==> config.mk <==
export PLATFORM = sky130hd
export DESIGN_NAME = nbu_uart
export DESIGN_NICKNAME = d
export VERILOG_FILES = /design/src/verilog/nbu_pkg.sv /design/src/verilog/nbu_uart.sv
export VERILOG_INCLUDE_DIRS = /design/src /design/src/verilog
export SDC_FILE = /design/constraint.sdc
export NUM_CORES = 1
export LEC_CHECK = 0
export BUFFER_PORTS_ARGS = -buffer_cell sky130_fd_sc_hd__buf_4
export CAP_MARGIN = 20
export CORE_MARGIN = 4
export CORE_UTILIZATION = 35
export DETAILED_ROUTE_END_ITERATION = 6
export GPL_ROUTABILITY_DRIVEN = 0
export GPL_TIMING_DRIVEN = 1
export PLACE_DENSITY = 0.51
export SYNTH_ARGS = -nofsm -noshare
export SYNTH_HDL_FRONTEND = slang
export SYNTH_SLANG_ARGS = --single-unit
==> constraint.sdc <==
create_clock -name clk_in -period 2.6 [get_ports clk_in]
set_input_delay 0.26 -clock clk_in [delete_from_list [all_inputs] [get_ports clk_in]]
set_output_delay 0.26 -clock clk_in [all_outputs]
set_load 0.02 [all_outputs]
==> src/verilog/nbu_regs.svh <==
// Register addresses, field positions, reset values and timing counts of the nine-bit serial port.
`ifndef NBU_REGS_SVH
`define NBU_REGS_SVH

`define NBU_ADDR_PWR_CTRL   8'h87
`define NBU_ADDR_SER_CTRL   8'h98
`define NBU_ADDR_SER_BUF    8'h99
`define NBU_ADDR_OWN_ADDR   8'ha9
`define NBU_ADDR_ADDR_MASK  8'hb9

`define NBU_SC_MODE0_FE     7
`define NBU_SC_MODE1        6
`define NBU_SC_MP_EN        5
`define NBU_SC_RX_EN        4
`define NBU_SC_TX_NINTH     3
`define NBU_SC_RX_NINTH     2
`define NBU_SC_TX_DONE      1
`define NBU_SC_RX_DONE      0

`define NBU_PC_RATE_DOUBLE  7
`define NBU_PC_FE_SELECT    6

`define NBU_RESET_BYTE      8'h00
`define NBU_RX_PRESET       9'h1ff
`define NBU_CNT_LAST        4'hf
`define NBU_SAMPLE_A        4'h7
`define NBU_SAMPLE_B        4'h8
`define NBU_SAMPLE_C        4'h9

`endif

==> src/verilog/nbu_pkg.sv <==
// Types shared by the nine-bit serial port design.
`default_nettype none
package nbu_pkg;
    typedef enum logic [1:0] {TX_IDLE, TX_START, TX_DATA} nbu_tx_e;
    typedef enum logic [1:0] {RX_HUNT, RX_BITS, RX_STOP} nbu_rx_e;
    typedef struct packed {
        nbu_tx_e     tx_st;
        logic [8:0]  tx_sr;
        logic        tx_first;
        logic [3:0]  tx_cnt;
        logic        txd;
        nbu_rx_e     rx_st;
        logic [8:0]  rx_sr;
        logic [3:0]  rx_cnt;
        logic [1:0]  smp;
        logic        rxd_prev;
        logic        half;
        logic [7:0]  rx_buf;
        logic        sm0;
        logic        sm1;
        logic        sm2;
        logic        ren;
        logic        tb8;
        logic        rb8;
        logic        ti;
        logic        ri;
        logic        fe;
        logic        smod1;
        logic        fe_sel;
        logic [7:0]  own_slave_address;
        logic [7:0]  slave_address_mask;
        logic [7:0]  rdata;
    } nbu_state_s;
endpackage : nbu_pkg
`default_nettype wire

==> src/verilog/nbu_uart.sv <==
// Nine-bit serial port with address recognition, framing error flag and transmit FIFO.
//
// Overview of operation
// - Frame is start zero, eight data bits LSB first, ninth bit, stop one.
// - Transmit tx_ninth_bit as ninth bit; received ninth bit goes to rx_ninth_bit.
// - Mode 2 rate is osc/16 or osc/32; mode 3 uses Timer 1 overflows.
// - Writing serial_buffer requests a transmission carrying tx_ninth_bit as ninth bit.
// - Transmission starts at the next divide-by-16 rollover, not at the write.
// - Start bit first, data output one bit later, first shift one more later.
// - First shift inserts the stop one at top, later shifts insert zeros.
// - When ninth bit reaches output, final shift, stop sending, set tx_done_flag.
// - Sample line at sixteen times bit rate; falling edge resets counter, presets 1FFH.
// - Majority of samples at states 7, 8, 9; bad start bit returns to hunting.
// - Load buffer and flag only if flag clear and compare disabled or ninth set.
// - Failed load discards frame; hunting resumes one bit time after final shift in modes 2/3, at the final shift in mode 1.
// - Received stop bit never affects buffer, rx_ninth_bit or rx_done_flag in modes 2/3.
// - A received frame without valid stop bit sets frame_error_flag.
// - Control bit 7 is frame_error_flag when fe_select set, else serial_mode_bit0.
// - Only a software write clears frame_error_flag.
// - With compare enabled, ninth-bit-one frames load only on given or broadcast match.
// - Mode 1 compare needs valid stop and address match; mode 0 never arms the receiver.
// - Given address is own address ANDed with mask; mask zeros are don't-care.
// - Broadcast address is own address ORed with mask; its zeros are don't-care.
// - Reset clears own address and mask, so every address matches.
`timescale 1ns/1ps
`default_nettype none
`include "nbu_regs.svh"

module nbu_fifo #(
    parameter int WIDTH = 9,
    parameter int DEPTH = 16
) (
    // Clock and reset
    input  wire logic             clk_in,
    input  wire logic             reset_n_in,
    // Fill side
    input  wire logic             in_valid_in,
    output logic                  in_ready_out,
    input  wire logic [WIDTH-1:0] in_data_in,
    // Drain side
    output logic                  out_valid_out,
    input  wire logic             out_ready_in,
    output logic [WIDTH-1:0]      out_data_out
);
    localparam int AW = $clog2(DEPTH);
    localparam int CW = AW + 1;
    typedef struct packed {
        logic [DEPTH-1:0][WIDTH-1:0] mem;
        logic [AW-1:0]               wr;
        logic [AW-1:0]               rd;
        logic [CW-1:0]               cnt;
    } nbu_fifo_s;
    nbu_fifo_s q;
    nbu_fifo_s d;
    logic push;
    logic pop;

    assign in_ready_out  = (q.cnt != CW'(DEPTH));
    assign out_valid_out = (q.cnt != '0);
    assign out_data_out  = q.mem[q.rd];
    assign push          = in_valid_in && in_ready_out;
    assign pop           = out_valid_out && out_ready_in;

    always_comb begin
        d = q;
        if (push) begin
            d.mem[q.wr] = in_data_in;
            d.wr = (q.wr == AW'(DEPTH - 1)) ? '0 : q.wr + AW'(1);
        end
        if (pop) begin
            d.rd = (q.rd == AW'(DEPTH - 1)) ? '0 : q.rd + AW'(1);
        end
        d.cnt = q.cnt + CW'(push) - CW'(pop);
    end

    always_ff @(posedge clk_in) begin
        if (!reset_n_in) begin
            q <= '0;
        end else begin
            q <= d;
        end
    end
endmodule : nbu_fifo

module nbu_uart #(
    parameter int FIFO_DEPTH = 16
) (
    // Clock and reset
    input  wire logic       clk_in,
    input  wire logic       reset_n_in,
    // Special function register port
    input  wire logic [7:0] sfr_addr_in,
    input  wire logic [7:0] sfr_wdata_in,
    input  wire logic       sfr_wr_in,
    output logic [7:0]      sfr_rdata_out,
    // Baud source and transmit back-pressure
    input  wire logic       t1_ovf_in,
    output logic            tx_fifo_ready_out,
    // Serial line
    input  wire logic       rxd_in,
    output logic            txd_out
);
    nbu_pkg::nbu_state_s q;
    nbu_pkg::nbu_state_s d;
    logic       tick;
    logic       tx_roll;
    logic       fifo_valid;
    logic       fifo_pop;
    logic [8:0] fifo_data;
    logic       buf_wr;
    logic       ctrl_wr;
    logic [1:0] mode;
    logic       vote;
    logic       sample_now;
    logic       final_shift;
    logic       load_ok;
    logic       addr_ok;
    logic [7:0] given;
    logic [7:0] bcast;
    logic [7:0] rx_data;

    assign mode    = {q.sm0, q.sm1};
    assign buf_wr  = sfr_wr_in && (sfr_addr_in == `NBU_ADDR_SER_BUF);
    assign ctrl_wr = sfr_wr_in && (sfr_addr_in == `NBU_ADDR_SER_CTRL);
    // Mode 2 ticks on the clock, mode 1/3 on overflows; halved unless doubled.
    assign tick    = ((mode == 2'b10) ? 1'b1 : t1_ovf_in) && (q.smod1 || q.half);
    assign tx_roll = tick && (q.tx_cnt == `NBU_CNT_LAST);
    // The FIFO drains only on a rollover, so bit times stay on the counter grid.
    assign fifo_pop = (q.tx_st == nbu_pkg::TX_IDLE) && tx_roll && (mode != 2'b00);
    assign sample_now = tick && (q.rx_cnt == `NBU_SAMPLE_C);
    assign vote = (q.smp[1] & q.smp[0]) | (q.smp[1] & rxd_in) | (q.smp[0] & rxd_in);
    assign final_shift = sample_now && (q.rx_st == nbu_pkg::RX_BITS) && !q.rx_sr[0];
    assign rx_data = q.rx_sr[8:1];
    assign given = q.own_slave_address & q.slave_address_mask;
    assign bcast = q.own_slave_address | q.slave_address_mask;
    assign addr_ok = (((rx_data ^ given) & q.slave_address_mask) == 8'h00) ||
                     (((rx_data ^ bcast) & bcast) == 8'h00);
    // In mode 1 the vote at the final shift is the stop bit itself.
    assign load_ok = !q.ri && (!q.sm2 || (vote && addr_ok));
    assign txd_out = q.txd;
    assign sfr_rdata_out = q.rdata;

    // The ninth bit rides with each byte so a later tx_ninth_bit change cannot alter it.
    nbu_fifo #(
        .WIDTH (9),
        .DEPTH (FIFO_DEPTH)
    ) u_tx_fifo (
        .clk_in        (clk_in),
        .reset_n_in    (reset_n_in),
        .in_valid_in   (buf_wr),
        .in_ready_out  (tx_fifo_ready_out),
        .in_data_in    ({q.tb8, sfr_wdata_in}),
        .out_valid_out (fifo_valid),
        .out_ready_in  (fifo_pop),
        .out_data_out  (fifo_data)
    );

    always_comb begin
        d = q;
        d.half = q.half ^ ((mode == 2'b10) ? 1'b1 : t1_ovf_in);
        // Software writes first; hardware sets below win in the same cycle.
        if (ctrl_wr) begin
            if (q.fe_sel) begin
                d.fe = sfr_wdata_in[`NBU_SC_MODE0_FE];
            end else begin
                d.sm0 = sfr_wdata_in[`NBU_SC_MODE0_FE];
            end
            d.sm1 = sfr_wdata_in[`NBU_SC_MODE1];
            d.sm2 = sfr_wdata_in[`NBU_SC_MP_EN];
            d.ren = sfr_wdata_in[`NBU_SC_RX_EN];
            d.tb8 = sfr_wdata_in[`NBU_SC_TX_NINTH];
            d.rb8 = sfr_wdata_in[`NBU_SC_RX_NINTH];
            d.ti  = sfr_wdata_in[`NBU_SC_TX_DONE];
            d.ri  = sfr_wdata_in[`NBU_SC_RX_DONE];
        end
        if (sfr_wr_in && (sfr_addr_in == `NBU_ADDR_PWR_CTRL)) begin
            d.smod1  = sfr_wdata_in[`NBU_PC_RATE_DOUBLE];
            d.fe_sel = sfr_wdata_in[`NBU_PC_FE_SELECT];
        end
        if (sfr_wr_in && (sfr_addr_in == `NBU_ADDR_OWN_ADDR)) begin
            d.own_slave_address = sfr_wdata_in;
        end
        if (sfr_wr_in && (sfr_addr_in == `NBU_ADDR_ADDR_MASK)) begin
            d.slave_address_mask = sfr_wdata_in;
        end
        // Transmitter.
        if (tick) begin
            d.tx_cnt = q.tx_cnt + 4'h1;
        end
        case (q.tx_st)
            nbu_pkg::TX_IDLE: begin
                d.txd = 1'b1;
                if (fifo_pop && fifo_valid) begin
                    d.tx_sr    = fifo_data;
                    d.tx_first = 1'b1;
                    d.tx_st    = nbu_pkg::TX_START;
                    d.txd      = 1'b0;
                end
            end
            nbu_pkg::TX_START: begin
                if (tx_roll) begin
                    d.tx_st = nbu_pkg::TX_DATA;
                    d.txd   = q.tx_sr[0];
                end
            end
            nbu_pkg::TX_DATA: begin
                if (tx_roll) begin
                    if (!q.tx_first && (q.tx_sr[8:1] == 8'h01)) begin
                        d.tx_sr = {1'b0, q.tx_sr[8:1]};
                        d.tx_st = nbu_pkg::TX_IDLE;
                        d.ti    = 1'b1;
                        d.txd   = 1'b1;
                    end else begin
                        d.tx_sr    = {q.tx_first, q.tx_sr[8:1]};
                        d.tx_first = 1'b0;
                        d.txd      = q.tx_sr[1];
                    end
                end
            end
            default: begin
                d.tx_st = nbu_pkg::TX_IDLE;
            end
        endcase
        // Receiver.
        if (tick) begin
            d.rxd_prev = rxd_in;
            d.rx_cnt   = q.rx_cnt + 4'h1;
            if ((q.rx_cnt == `NBU_SAMPLE_A) || (q.rx_cnt == `NBU_SAMPLE_B)) begin
                d.smp = {q.smp[0], rxd_in};
            end
        end
        case (q.rx_st)
            nbu_pkg::RX_HUNT: begin
                if (tick && q.ren && (mode != 2'b00) && q.rxd_prev && !rxd_in) begin
                    d.rx_cnt = 4'h0;
                    d.rx_sr  = `NBU_RX_PRESET;
                    d.rx_st  = nbu_pkg::RX_BITS;
                end
            end
            nbu_pkg::RX_BITS: begin
                if (sample_now) begin
                    if ((q.rx_sr == `NBU_RX_PRESET) && vote) begin
                        d.rx_st = nbu_pkg::RX_HUNT;
                    end else if (!q.rx_sr[0]) begin
                        d.rx_sr = {vote, q.rx_sr[8:1]};
                        if (load_ok) begin
                            d.rx_buf = rx_data;
                            d.rb8    = vote;
                            d.ri     = 1'b1;
                        end
                        if (mode == 2'b01) begin
                            d.rx_st = nbu_pkg::RX_HUNT;
                            if (!vote) begin
                                d.fe = 1'b1;
                            end
                        end else begin
                            d.rx_st = nbu_pkg::RX_STOP;
                        end
                    end else begin
                        d.rx_sr = {vote, q.rx_sr[8:1]};
                    end
                end
            end
            nbu_pkg::RX_STOP: begin
                // The stop value reaches only the error flag, never the data path.
                if (sample_now) begin
                    d.rx_st = nbu_pkg::RX_HUNT;
                    if (!vote) begin
                        d.fe = 1'b1;
                    end
                end
            end
            default: begin
                d.rx_st = nbu_pkg::RX_HUNT;
            end
        endcase
        // Registered read data, valid one cycle after the address.
        case (sfr_addr_in)
            `NBU_ADDR_SER_CTRL: begin
                d.rdata = {q.fe_sel ? q.fe : q.sm0, q.sm1, q.sm2, q.ren,
                           q.tb8, q.rb8, q.ti, q.ri};
            end
            `NBU_ADDR_SER_BUF:   d.rdata = q.rx_buf;
            `NBU_ADDR_PWR_CTRL:  d.rdata = {q.smod1, q.fe_sel, 6'h00};
            `NBU_ADDR_OWN_ADDR:  d.rdata = q.own_slave_address;
            `NBU_ADDR_ADDR_MASK: d.rdata = q.slave_address_mask;
            default:             d.rdata = 8'h00;
        endcase
    end

    always_ff @(posedge clk_in) begin
        if (!reset_n_in) begin
            q       <= '0;
            q.txd   <= 1'b1;
            q.rx_sr <= `NBU_RX_PRESET;
        end else begin
            q <= d;
        end
    end
endmodule : nbu_uart
`default_nettype wire
Word level (Yosys, flattened, before mapping)
Index checks and enable logic that the tools add are counted.
{ "classes": {"shift": 0, "div_mod_pow": 0, "n_addsub": 6, "n_lt_le_gt_ge": 3, "n_mul": 0, "bitwise_logic": 15, "eq_ne": 30, "reduce_logical": 47, "mux": 54} }
{ "ops": {"columns": ["cell", "count"], "rows": [
  ["144-bit bitwise mux", 1],
  ["8-bit equality test, second input constant", 5],
  ["8-bit one-hot mux with 5 select lines", 1],
  ["9-bit binary-select mux with 4-bit select", 1],
  ["9-bit demux with 4-bit select", 1],
  ["9-bit 2-to-1 mux", 4],
  ["8-bit bitwise AND", 3],
  ["12-bit 2-to-1 mux", 2],
  ["1-bit logical AND", 21],
  ["1-bit 2-to-1 mux", 21],
  ["4-bit equality test, second input constant", 5],
  ["2-bit 2-to-1 mux", 10],
  ["10-bit one-hot mux with 2 select lines", 1],
  ["9-bit one-hot mux with 2 select lines", 1],
  ["4-bit by 1-bit adder with 4-bit output, second input constant", 4],
  ["8-bit zero test", 2],
  ["4-bit 2-to-1 mux", 4],
  ["2-bit != test, second input constant", 8],
  ["4-bit AND reduction", 4],
  ["8-bit bitwise XOR", 2],
  ["15-bit 2-to-1 mux", 1],
  ["2-bit one-hot mux with 3 select lines", 2],
  ["11-bit 2-to-1 mux", 1],
  ["4-bit by 5-bit < comparator with 1-bit output, second input constant", 2],
  ["other kinds (28)", 48]
]} }
{ "totals": {"in_bits": 21, "latch_bits": 0, "romBits": 0, "ramBits": 0, "mem_count": 0, "out_inout_bits": 10, "ff_bits": 236} }

Depth between registers and ports, before layout
Gate-level depths: netlist of run 1.
{ "logic_depth": {"depth_word": 13, "mapped_depth": 13} }

Modules after synthesis
From an unflattened synthesis of run 1, not the netlist that was laid out.
{ "hier_totals": {"cells_unflattened": 1158, "area_unflattened_um2": 11349.6} }
{ "modules_own_cells": {"columns": ["module", "n_inst", "area_per_inst_um2", "cells_each"], "rows": [
  ["nbu_fifo", 1, 7209.4, 675],
  ["nbu_uart", 1, 4140.2, 483]
]} }

Worst setup path after synthesis of run 1
Ideal clock, no wire load.
{ "synth_path": {"kind": "register to register", "from": "register q[77] (netlist bit)", "to": "register u_tx_fifo.q[4] (netlist bit)", "t_arrival_ps": 2691, "path_buffers": 1, "stages_incl_launch_ff": 14, "setup_slack_ps": -206, "synth_period_minus_slack_ps": 2806, "path_cell_list": "dfxtp_1 -> inv_1 -> ha_1 -> o21ai_1 -> a31o_1 -> or3_1 -> buf_2 -> xnor2_1 -> ha_1 -> fa_1 -> a21oi_1 -> nor2_1 -> or3_1 -> and3_1"} }
{ "synth_between": {"elab_chain_len": 5} }
{ "synth_rtl": {"columns": ["item", "line", "rtl"], "rows": [
  ["start: declaration", "nbu_uart.sv:103", "nbu_pkg::nbu_state_s q;"],
  ["2-bit zero test", "nbu_uart.sv:129", "assign fifo_pop = (q.tx_st == nbu_pkg::TX_IDLE) && tx_roll && (mode != 2'b00);"],
  ["1-bit logical AND (2 in a row)", "nbu_uart.sv:129", null],
  ["1-bit logical AND", "nbu_uart.sv:62", "assign pop = out_valid_out && out_ready_in;"],
  ["5-bit by 1-bit subtractor with 5-bit output", "nbu_uart.sv:73", "d.cnt = q.cnt + CW'(push) - CW'(pop);"],
  ["end signal: assignment", "nbu_uart.sv:78", "q <= '0;"],
  ["end signal: assignment", "nbu_uart.sv:80", "q <= d;"],
  ["end: declaration", "nbu_uart.sv:53", "nbu_fifo_s q;"]
]} }
No other way between the ends.
A chain may end at the register's enable or synchronous reset.

Worst setup path after layout of run 1
{ "layout_path": {"from": "register q[78] (netlist bit)", "to": "register u_tx_fifo.q[4] (netlist bit)"} }
Same word-level chain as after synthesis.

==> flow_summary.toml, run 1 <==
[outcome]
status = "complete, no violations"

[global_routing]
use_met1_pct = 22.27
grt_antenna_before_repair = 0
grt_usage_pct = 15.58
met3_usage_pct = 1.991
grt.busiest_layer = "met2"
grt_max_degree = 135
use_met2_pct = 25.13
grt_pass1_vias = 7962
grt-ovfl-total = 0
grt_pass1_wl_mm = 45.26

[critical_path]
critPathCaptureType = "flip-flop"
reg2reg_depth = 12
reg2reg_slack_ns = 0.006
path_delay_family = "simple AND/OR/NAND/NOR gates"
worstReg2RegEnd = "u_tx_fifo.q[4]$_SDFF_PN0_"
arrival_ns = 3.01
max_stage_delay_ns = 0.35
required_ns = 3.02
r2r-start = "q[78]$_SDFFE_PN0P_"
path_class = "flip-flop to flip-flop"
cp_max_fo = 2
worst_path_max_delay_cell = "or3_4"
path_buf_inv = 1
critPathLaunchType = "flip-flop"
crit_chain = "inv_2 > ha_4 > o21ai_2 > a31o_1 > or3_4 > xnor2_2 > ha_2 > fa_2 > a21oi_2 > nor2_1 > or3_1 > and3_1"

[min_path]
hold_class = "input pin to flip-flop"
worstHoldEndpoint = "q[44]$_SDFFE_PN0N_"
min_path_cells = 3
min-delay-start = "rxd_in"

[final_layout]
multi_input_area_mm2 = 0.006243
n_antenna_cell = 0
fill_cells = 3171
regArea_mm2 = 0.004730
final_cell_mix = "dfxtp_1 (232), mux2i_1 (205), nor2b_1 (168), buf_4 (84), nand2_1 (68)"
stdcell_area_mm2 = 0.01324
num-nets-final = 1185
area_delta_synth_final_pct = 15.56
layout-drive-gt1-share_pct = 16.19
final_common_cell = "dfxtp_1"

[floorplan]
die_area_mm2 = 0.03570
io_pins = 31
dieHeight_um = 188.9
initial_core_util_pct = 35.85
rows = 65
die_w_um = 188.9
coreArea_mm2 = 0.03196

[cts]
cts_tree = "built"
numCtsBuffers = 27
cts_root_buffer = "clkbuf_16"
cts.path.max_buffers = 3
htree_levels = 1
clock_latency_ns = 0.54
holdBufCountCts = 0
clk_pin_slew_ns = 0.06
clock_sinks = 236

[routing]
first_pass_iters = 5
post-route-drc-count = 0
avgRoutedWirePerCell_um = 17.53
vias_per_cell = 4.958
vias = 7913
wl_mm = 27.97
drt_first_iter_violations = 424
ant_nets = 0

[sta]
min_period_over_period_pct = 99.78
setup_viol = 0
hold_viol = 0
relSlewSlack_pct = 46.55
drv_slew = 0
clock_skew_ns = 0.01907
rsz0062_at_grt = "true"
period_minus_slack_ns = 2.594
worst_pin_slew_ns = 0.8010
max_freq_mhz = 385.5

[synth]
syn_inst = 1121
seq_area_frac_synth_pct = 41.23
syn_nets = 1164
async_reset_ff_share_pct = 0
synth-edff-count = 0
syn_area_mm2 = 0.01146
avgSynthCellArea_um2 = 10.22
synthDistinctLibCells = 62
synth-main-ff-cell = "dfxtp_1"
yosys_warnings = 0
synth-seq-cells = 236

[pwr]
powerDensity_mw_per_mm2 = 602.9
power_mw = 7.983
irDropWorstVdd_uv = 375.7
leakagePower_nw = 5.729

[place]
dp_hpwl_mm = 18.22
place_area_mm2 = 0.01224
io_buffer_count = 30

[flow_run]
cap_viol_max_count = 0
how the worst max path moves through the flow:
stage | depth (start not counted) | to | from
after CTS | 12 | u_tx_fifo.q[4]$_SDFF_PN0_ | q[78]$_SDFFE_PN0P_
final | 12 | u_tx_fifo.q[4]$_SDFF_PN0_ | q[78]$_SDFFE_PN0P_
after floorplan | 13 | u_tx_fifo.q[4]$_SDFF_PN0_ | q[78]$_SDFFE_PN0P_
after detailed placement | 11 | u_tx_fifo.q[4]$_SDFF_PN0_ | u_tx_fifo.q[2]$_SDFF_PN0_
after global routing | 12 | u_tx_fifo.q[4]$_SDFF_PN0_ | q[78]$_SDFFE_PN0P_
after global placement | 11 | u_tx_fifo.q[4]$_SDFF_PN0_ | u_tx_fifo.q[2]$_SDFF_PN0_
tightest hold or removal path, delay by kind of cell:
| family | cells | cell delay (ns) |
|---|---|---|
| and+or+nand+nor | 1 | 0.05 |
| buffers and inverters | 1 | 0.12 |
| AOI/OAI and AO/OA | 1 | 0.06 |
through the flow:
| step | hold slack [ns] | cells | setup TNS [ns] | utilization [%] | setup slack (ns) |
|---|---|---|---|---|---|
| 4_1_cts | 0.006746 | 1596 | 0 | 41.39 | 0.004572 |
| 6_report | 0.02929 | 1596 | 0 | 41.43 | 0.005841 |
| 2_1_floorplan | 0.4049 | 1121 | -0.08115 | - | -0.08115 |
| 3_5_place_dp | 0.4567 | 1548 | -0.04009 | 38.30 | -0.04009 |
| 5_1_grt | 0.03811 | 1596 | -0.07832 | 41.43 | -0.07832 |
| 3_3_place_gp | 0.4490 | 1548 | -0.01716 | 38.30 | -0.01716 |
state kept, by name, indices dropped and copies added, names as in the netlist:
signal	cells
u_tx_fifo.q	157
q	68
sfr_rdata_out	8
mode	2
txd_out	1
Yosys cell counts (all sizes together) (14+ instances only):
cell | instances | area, um2
nor2 | 52 | 195.2
clkbuf | 52 | 195.2
o21ai | 18 | 93.84
mux4 | 36 | 810.8
o22a | 16 | 140.1
nor2b | 169 | 1065
buf | 42 | 255.2
inv | 23 | 86.33
nand4 | 24 | 150.1
dfxtp | 236 | 4725
nand2 | 68 | 255.2
ha | 21 | 262.8
nand3 | 16 | 80.08
mux2i | 205 | 2052
a21oi | 14 | 70.07
what timing repair did:
action,in CTS,in global routing
setup buffers,0,0
setup endpoints to repair,1,1
pin swaps,0,0
resized for setup,4,4
area by class of cell:
| class | instances | area share [%] |
|---|---|---|
| repair buffers | 86 | 5.064 |
| flip-flops and latches | 236 | 35.71 |
| clock inverters | 8 | 1.313 |
| clock buffers | 40 | 6.000 |
| multi-input cells | 768 | 47.15 |
| well taps | 435 | 4.110 |
| inverters | 23 | 0.6519 |
routing by layer:
layer  vias up  part of all wire [%]
met5         -                     0
met4         0                   2.3
met3        43                   3.1
met2       135                    45
met1      3771                    49
li1       3964                     -
report_power, final:
group,switching (mW),internal [mW]
Combinational,0.150,0.0961
Clock,1.51,2.60
Sequential,0.00730,3.62
Total,1.67,6.32
cell families (layout without fill, tap and decap cells):
family / after synthesis / count (layout) / synth area share (%)
multiplexers: 243 / 243 / 25.18
XOR/XNOR: 21 / 21 / 1.605
AO/OA/AOI/OAI: 111 / 111 / 7.075
flip-flops: 236 / 236 / 41.23
adder cells (fa/ha/maj): 23 / 23 / 2.555
buffers and inverters: 117 / 157 / 4.684
AND/OR/NAND/NOR: 370 / 370 / 17.68
Note: power is estimated with default switching activity, not from simulation.
==> inputs of run 2 (changes only) <==
--- a/config.mk
+++ b/config.mk
@@ -14,6 +14,7 @@
 export GPL_ROUTABILITY_DRIVEN = 0
 export GPL_TIMING_DRIVEN = 1
 export PLACE_DENSITY = 0.51
+export SETUP_SLACK_MARGIN = 0.1
 export SYNTH_ARGS = -nofsm -noshare
 export SYNTH_HDL_FRONTEND = slang
 export SYNTH_SLANG_ARGS = --single-unit
==> run 2 against run 1 <==
Against the previous run: first-iteration DRC count fell by 3.5%; die area stayed put; critical path depth did not move; clock power barely moved; core utilization barely moved.
==> flow_summary.toml, run 2 (synthesized netlist as in run 1, its figures left out) <==
[outcome]
status = "complete, no violations"

[floorplan]
die_area_mm2 = 0.03570
coreArea_mm2 = 0.03196
io_pins = 31
initial_core_util_pct = 35.85
dieHeight_um = 188.9
rows = 65
die_w_um = 188.9

[critical_path]
reg2reg_depth = 12
critPathCaptureType = "flip-flop"
path_delay_family = "simple AND/OR/NAND/NOR gates"
worst_path_max_delay_cell = "or3_4"
reg2reg_slack_ns = 0.007
path_class = "flip-flop to flip-flop"
path_buf_inv = 1
worstReg2RegEnd = "u_tx_fifo.q[4]$_SDFF_PN0_"
cp_max_fo = 2
r2r-start = "q[78]$_SDFFE_PN0P_"
critPathLaunchType = "flip-flop"
arrival_ns = 3.01
max_stage_delay_ns = 0.35
crit_chain = "inv_2 > ha_4 > o21ai_2 > a31o_1 > or3_4 > xnor2_2 > ha_2 > fa_2 > a21oi_2 > nor2_1 > or3_1 > and3_1"
required_ns = 3.02

[routing]
wl_mm = 28.04
first_pass_iters = 5
vias_per_cell = 4.979
post-route-drc-count = 0
avgRoutedWirePerCell_um = 17.57
vias = 7946
drt_first_iter_violations = 409
ant_nets = 0

[cts]
cts_root_buffer = "clkbuf_16"
cts_tree = "built"
cts.path.max_buffers = 3
numCtsBuffers = 27
clk_pin_slew_ns = 0.06
htree_levels = 1
clock_sinks = 236
clock_latency_ns = 0.54

[sta]
relSlewSlack_pct = 46.30
setup_viol = 0
max_freq_mhz = 385.6
drv_slew = 0
worst_pin_slew_ns = 0.8046
rsz0062_at_grt = "true"
period_minus_slack_ns = 2.593
clock_skew_ns = 0.01835
hold_viol = 0
fin_ws_ns = 0.006915
min_period_over_period_pct = 99.73

[final_layout]
largest_reg_flops = 157
regMostFlops = "u_tx_fifo.q"
layout-drive-gt1-share_pct = 16.28
n_antenna_cell = 0
area_delta_synth_final_pct = 15.60
num-nets-final = 1185
stdcell_count = 1596
final_common_cell = "dfxtp_1"
final_cell_mix = "dfxtp_1 (232), mux2i_1 (205), nor2b_1 (168), buf_4 (84), nand2_1 (68)"

[place]
place_inst = 1548
place_ws_ns = -0.04009
dp_hpwl_mm = 18.22
io_buffer_count = 30

[global_routing]
grt_usage_pct = 15.58
grt_pass1_wl_mm = 45.26
grt_pass1_vias = 7962
grt_max_degree = 135
grt-ovfl-total = 0
grt_antenna_before_repair = 0

[min_path]
worstHoldEndpoint = "q[44]$_SDFFE_PN0N_"
min_path_cells = 3
hold_class = "input pin to flip-flop"
min-delay-start = "rxd_in"

[flow_run]
cap_viol_max_count = 0

[pwr]
power_mw = 7.986
powerDensity_mw_per_mm2 = 602.8
irDropWorstVdd_uv = 375.2
leakagePower_nw = 5.729
run 2: power by group:
group	switching (mW)	leakage, nW	total [mW]	internal (mW)
Combinational	0.151	3.36	0.247	0.0962
Clock	1.51	0.466	4.11	2.60
Sequential	0.00753	1.90	3.63	3.62
Total	1.67	5.73	7.99	6.32
run 2: worst min-delay path, cell delays in order:
cell and delay, ns:
buf_4 0.12, nand2_1 0.05, a21boi_0 0.06
run 2: area by class of cell:
class	count	area [um2]
multi-input combinational	768	6248
tap	435	544.3
fill	3170	18710
clock inverter	8	173.9
sequential	236	4730
clock buffer	40	794.5
timing repair buffer	86	670.6
inverter	23	86.33
run 2: timing repair:
item | 4_1_cts | 5_1_grt
gates resized for setup | 6 | 3
hold buffers | 0 | 0
setup endpoints to repair | 1 | 2
setup buffers | 0 | 0
run 2: layer usage:
layer | wire length [um] | track usage, % | vias to the layer above
met5 | 0 | 0 | -
met4 | 642 | 3.812 | 0
met3 | 902 | 1.991 | 43
met2 | 12590 | 25.13 | 141
met1 | 13900 | 22.27 | 3802
li1 | - | - | 3960
run 2: worst max-delay path by stage:
stage / startpoint / end / slack [ns] / cells past startpoint
5_1_grt: q[78]$_SDFFE_PN0P_ / u_tx_fifo.q[4]$_SDFF_PN0_ / -0.08 / 12
4_1_cts: q[78]$_SDFFE_PN0P_ / u_tx_fifo.q[4]$_SDFF_PN0_ / 0.006 / 12
6_report: q[78]$_SDFFE_PN0P_ / u_tx_fifo.q[4]$_SDFF_PN0_ / 0.007 / 12
2_1_floorplan: q[78]$_SDFFE_PN0P_ / u_tx_fifo.q[4]$_SDFF_PN0_ / -0.08 / 13
3_3_place_gp: u_tx_fifo.q[2]$_SDFF_PN0_ / u_tx_fifo.q[4]$_SDFF_PN0_ / -0.02 / 11
3_5_place_dp: u_tx_fifo.q[2]$_SDFF_PN0_ / u_tx_fifo.q[4]$_SDFF_PN0_ / -0.04 / 11
run 2: metrics by stage:
stage | instance area, um2 | hold WS (ns) | TNS, ns | utilization (%)
after global placement | 12240 | 0.4490 | -0.01716 | 38.30
after detailed placement | 12240 | 0.4567 | -0.04009 | 38.30
after global routing | 13250 | 0.03811 | -0.07831 | 41.45
after floorplan | 11470 | 0.4049 | -0.08115 | -
final | 13250 | 0.02913 | 0 | 41.45
after CTS | 13230 | 0.006746 | 0 | 41.40
==> inputs of run 3 (changes only) <==
--- a/config.mk
+++ b/config.mk
@@ -6,7 +6,7 @@
 export SDC_FILE = /design/constraint.sdc
 export NUM_CORES = 1
 export LEC_CHECK = 0
-export BUFFER_PORTS_ARGS = -buffer_cell sky130_fd_sc_hd__buf_4
+export BUFFER_PORTS_ARGS = -buffer_cell sky130_fd_sc_hd__buf_2
 export CAP_MARGIN = 20
 export CORE_MARGIN = 4
 export CORE_UTILIZATION = 35
==> run 3 against run 2 <==
Against the previous run: die area is the same; clock power is 11% lower; worst hold slack improved by 0.052 ns; first-iteration DRC count grew 5.1%; via count is 0.29% higher; sequential share of layout area up 0.52 points; worst setup slack better by 0.034 ns; global-route usage increased by 0.17 points; flip-flop and latch count did not move; clock skew is 0.011 ns lower; non-clock buffer count is 2 higher; register-to-register slack better by 0.03 ns.
==> flow_summary.toml, run 3 (synthesized netlist as in run 1, its figures left out) <==
[outcome]
status = "complete, no violations"

[final_layout]
final_cell_mix = "dfxtp_1 (231), mux2i_1 (205), nor2b_1 (168), nand2_1 (68), buf_4 (55)"
area_delta_synth_final_pct = 13.99
layout-drive-gt1-share_pct = 15.88
stdcell_area_mm2 = 0.01306
final_common_cell = "dfxtp_1"
fin_util_pct = 40.87
stdcell_count = 1600
regMostFlops = "u_tx_fifo.q"
largest_reg_flops = 157
multi_input_area_mm2 = 0.006232
num-nets-final = 1187
fill_cells = 3169
regArea_mm2 = 0.004731
n_antenna_cell = 0

[routing]
vias_per_cell = 4.981
avgRoutedWirePerCell_um = 17.84
first_pass_iters = 5
wl_mm = 28.55
vias = 7969
ant_nets = 0
drt_first_iter_violations = 430
post-route-drc-count = 0

[global_routing]
grt_antenna_before_repair = 0
grt_max_degree = 91
grt_usage_pct = 15.76
use_met2_pct = 25.31
use_met1_pct = 22.67
grt_pass1_wl_mm = 45.38
met3_usage_pct = 2.139
grt_pass1_vias = 7915
grt.busiest_layer = "met2"
grt-ovfl-total = 0

[critical_path]
r2r-start = "q[78]$_SDFFE_PN0P_"
path_class = "flip-flop to flip-flop"
critPathLaunchType = "flip-flop"
arrival_ns = 2.98
required_ns = 3.02
crit_start = "q[78]$_SDFFE_PN0P_"
reg2reg_depth = 12
critPathCaptureType = "flip-flop"
cp_max_fo = 2

[pwr]
leakagePower_nw = 5.664
powerDensity_mw_per_mm2 = 575.1
irDropWorstVdd_uv = 398.9

[place]
place_area_mm2 = 0.01218
dp_hpwl_mm = 18.35
place_inst = 1548
io_buffer_count = 30

[cts]
cts_tree = "built"
cts.path.max_buffers = 3
cts_root_buffer = "clkbuf_16"
clock_latency_ns = 0.53
numCtsBuffers = 27
clock_sinks = 236
clk_pin_slew_ns = 0.06
htree_levels = 1

[min_path]
hold_class = "input pin to flip-flop"
min-delay-start = "sfr_wr_in"
min_path_cells = 3

[floorplan]
initial_core_util_pct = 35.85
io_pins = 31
die_w_um = 188.9
rows = 65
coreArea_mm2 = 0.03196
dieHeight_um = 188.9
die_area_mm2 = 0.03570

[sta]
max_freq_mhz = 390.7
min_period_over_period_pct = 98.44
period_minus_slack_ns = 2.559
setup_viol = 0
tns_ns = 0
worst_pin_slew_ns = 0.7934
drv_slew = 0
rsz0062_at_grt = "true"
fin_hold_ws_ns = 0.08122
hold_viol = 0
clock_skew_ns = 0.006952
relSlewSlack_pct = 47.05

[flow_run]
cap_viol_max_count = 0
run 3: changes by cell type in the layout (fill, tap and decap cells not counted), moves of 2 or more:
cell,before,now
buf_4,84,55
bufinv_16,5,1
buf_2,0,29
clkbuf_8,7,4
clkinv_2,0,6
clkinvlp_4,2,0
clkbuf_1,6,11
run 3: worst paths after layout:
kind                                                  end  slack, ns
worst max-delay path            u_tx_fifo.q[4]$_SDFF_PN0_       0.04
worst min-delay path                   q[24]$_SDFFE_PN0P_       0.08
worst max register to register  u_tx_fifo.q[4]$_SDFF_PN0_       0.04
worst min register to register         q[40]$_SDFFE_PN0P_       0.46
run 3: layer usage:
layer	routed length [um]	up-vias
met2	12970	117
met1	14180	3850
li1	-	3968
met3	918	34
met5	0	-
met4	480	0
run 3: report_power, final:
part | switching (mW) | leakage [nW] | internal [mW]
Sequential | 0.00766 | 1.90 | 3.62
Combinational | 0.151 | 3.34 | 0.0899
Clock | 1.51 | 0.417 | 2.13
Total | 1.66 | 5.66 | 5.85
run 3: layout make-up:
| class | instances | share of cell area [%] |
|---|---|---|
| multi-input cells | 768 | 47.71 |
| flip-flops and latches | 236 | 36.22 |
| clock buffers | 42 | 5.910 |
| repair buffers | 88 | 4.808 |
| well taps | 435 | 4.167 |
| inverters | 23 | 0.6609 |
| clock inverters | 8 | 0.5268 |
run 3: repair_timing:
| action | 4_1_cts | 5_1_grt |
|---|---|---|
| endpoints found under the setup margin | 1 | 2 |
| resized for setup | 6 | 0 |
| endpoints found under the hold margin | 1 | 0 |
| buffers inserted | 0 | 1 |
| hold buffers | 1 | 0 |
run 3: metrics by stage:
step / total power, mW / setup WS (ns)
floorplan: 3.865 / -0.08115
global placement: 3.954 / -0.01657
detailed placement: 3.953 / -0.02231
CTS: 7.644 / 0.02619
global route: 7.806 / -0.07527
finish: 7.512 / 0.04066
run 3: critical path: stages, from the launching register on:
cell and delay [ns]:
dfxtp_1 0.31, inv_2 0.07, ha_4 0.13, o21ai_1 0.05, a31o_1 0.20, or3_4 0.34
xnor2_1 0.14, ha_2 0.19, fa_2 0.34, a21oi_2 0.12, nor2_1 0.05, or3_1 0.33
and3_1 0.17
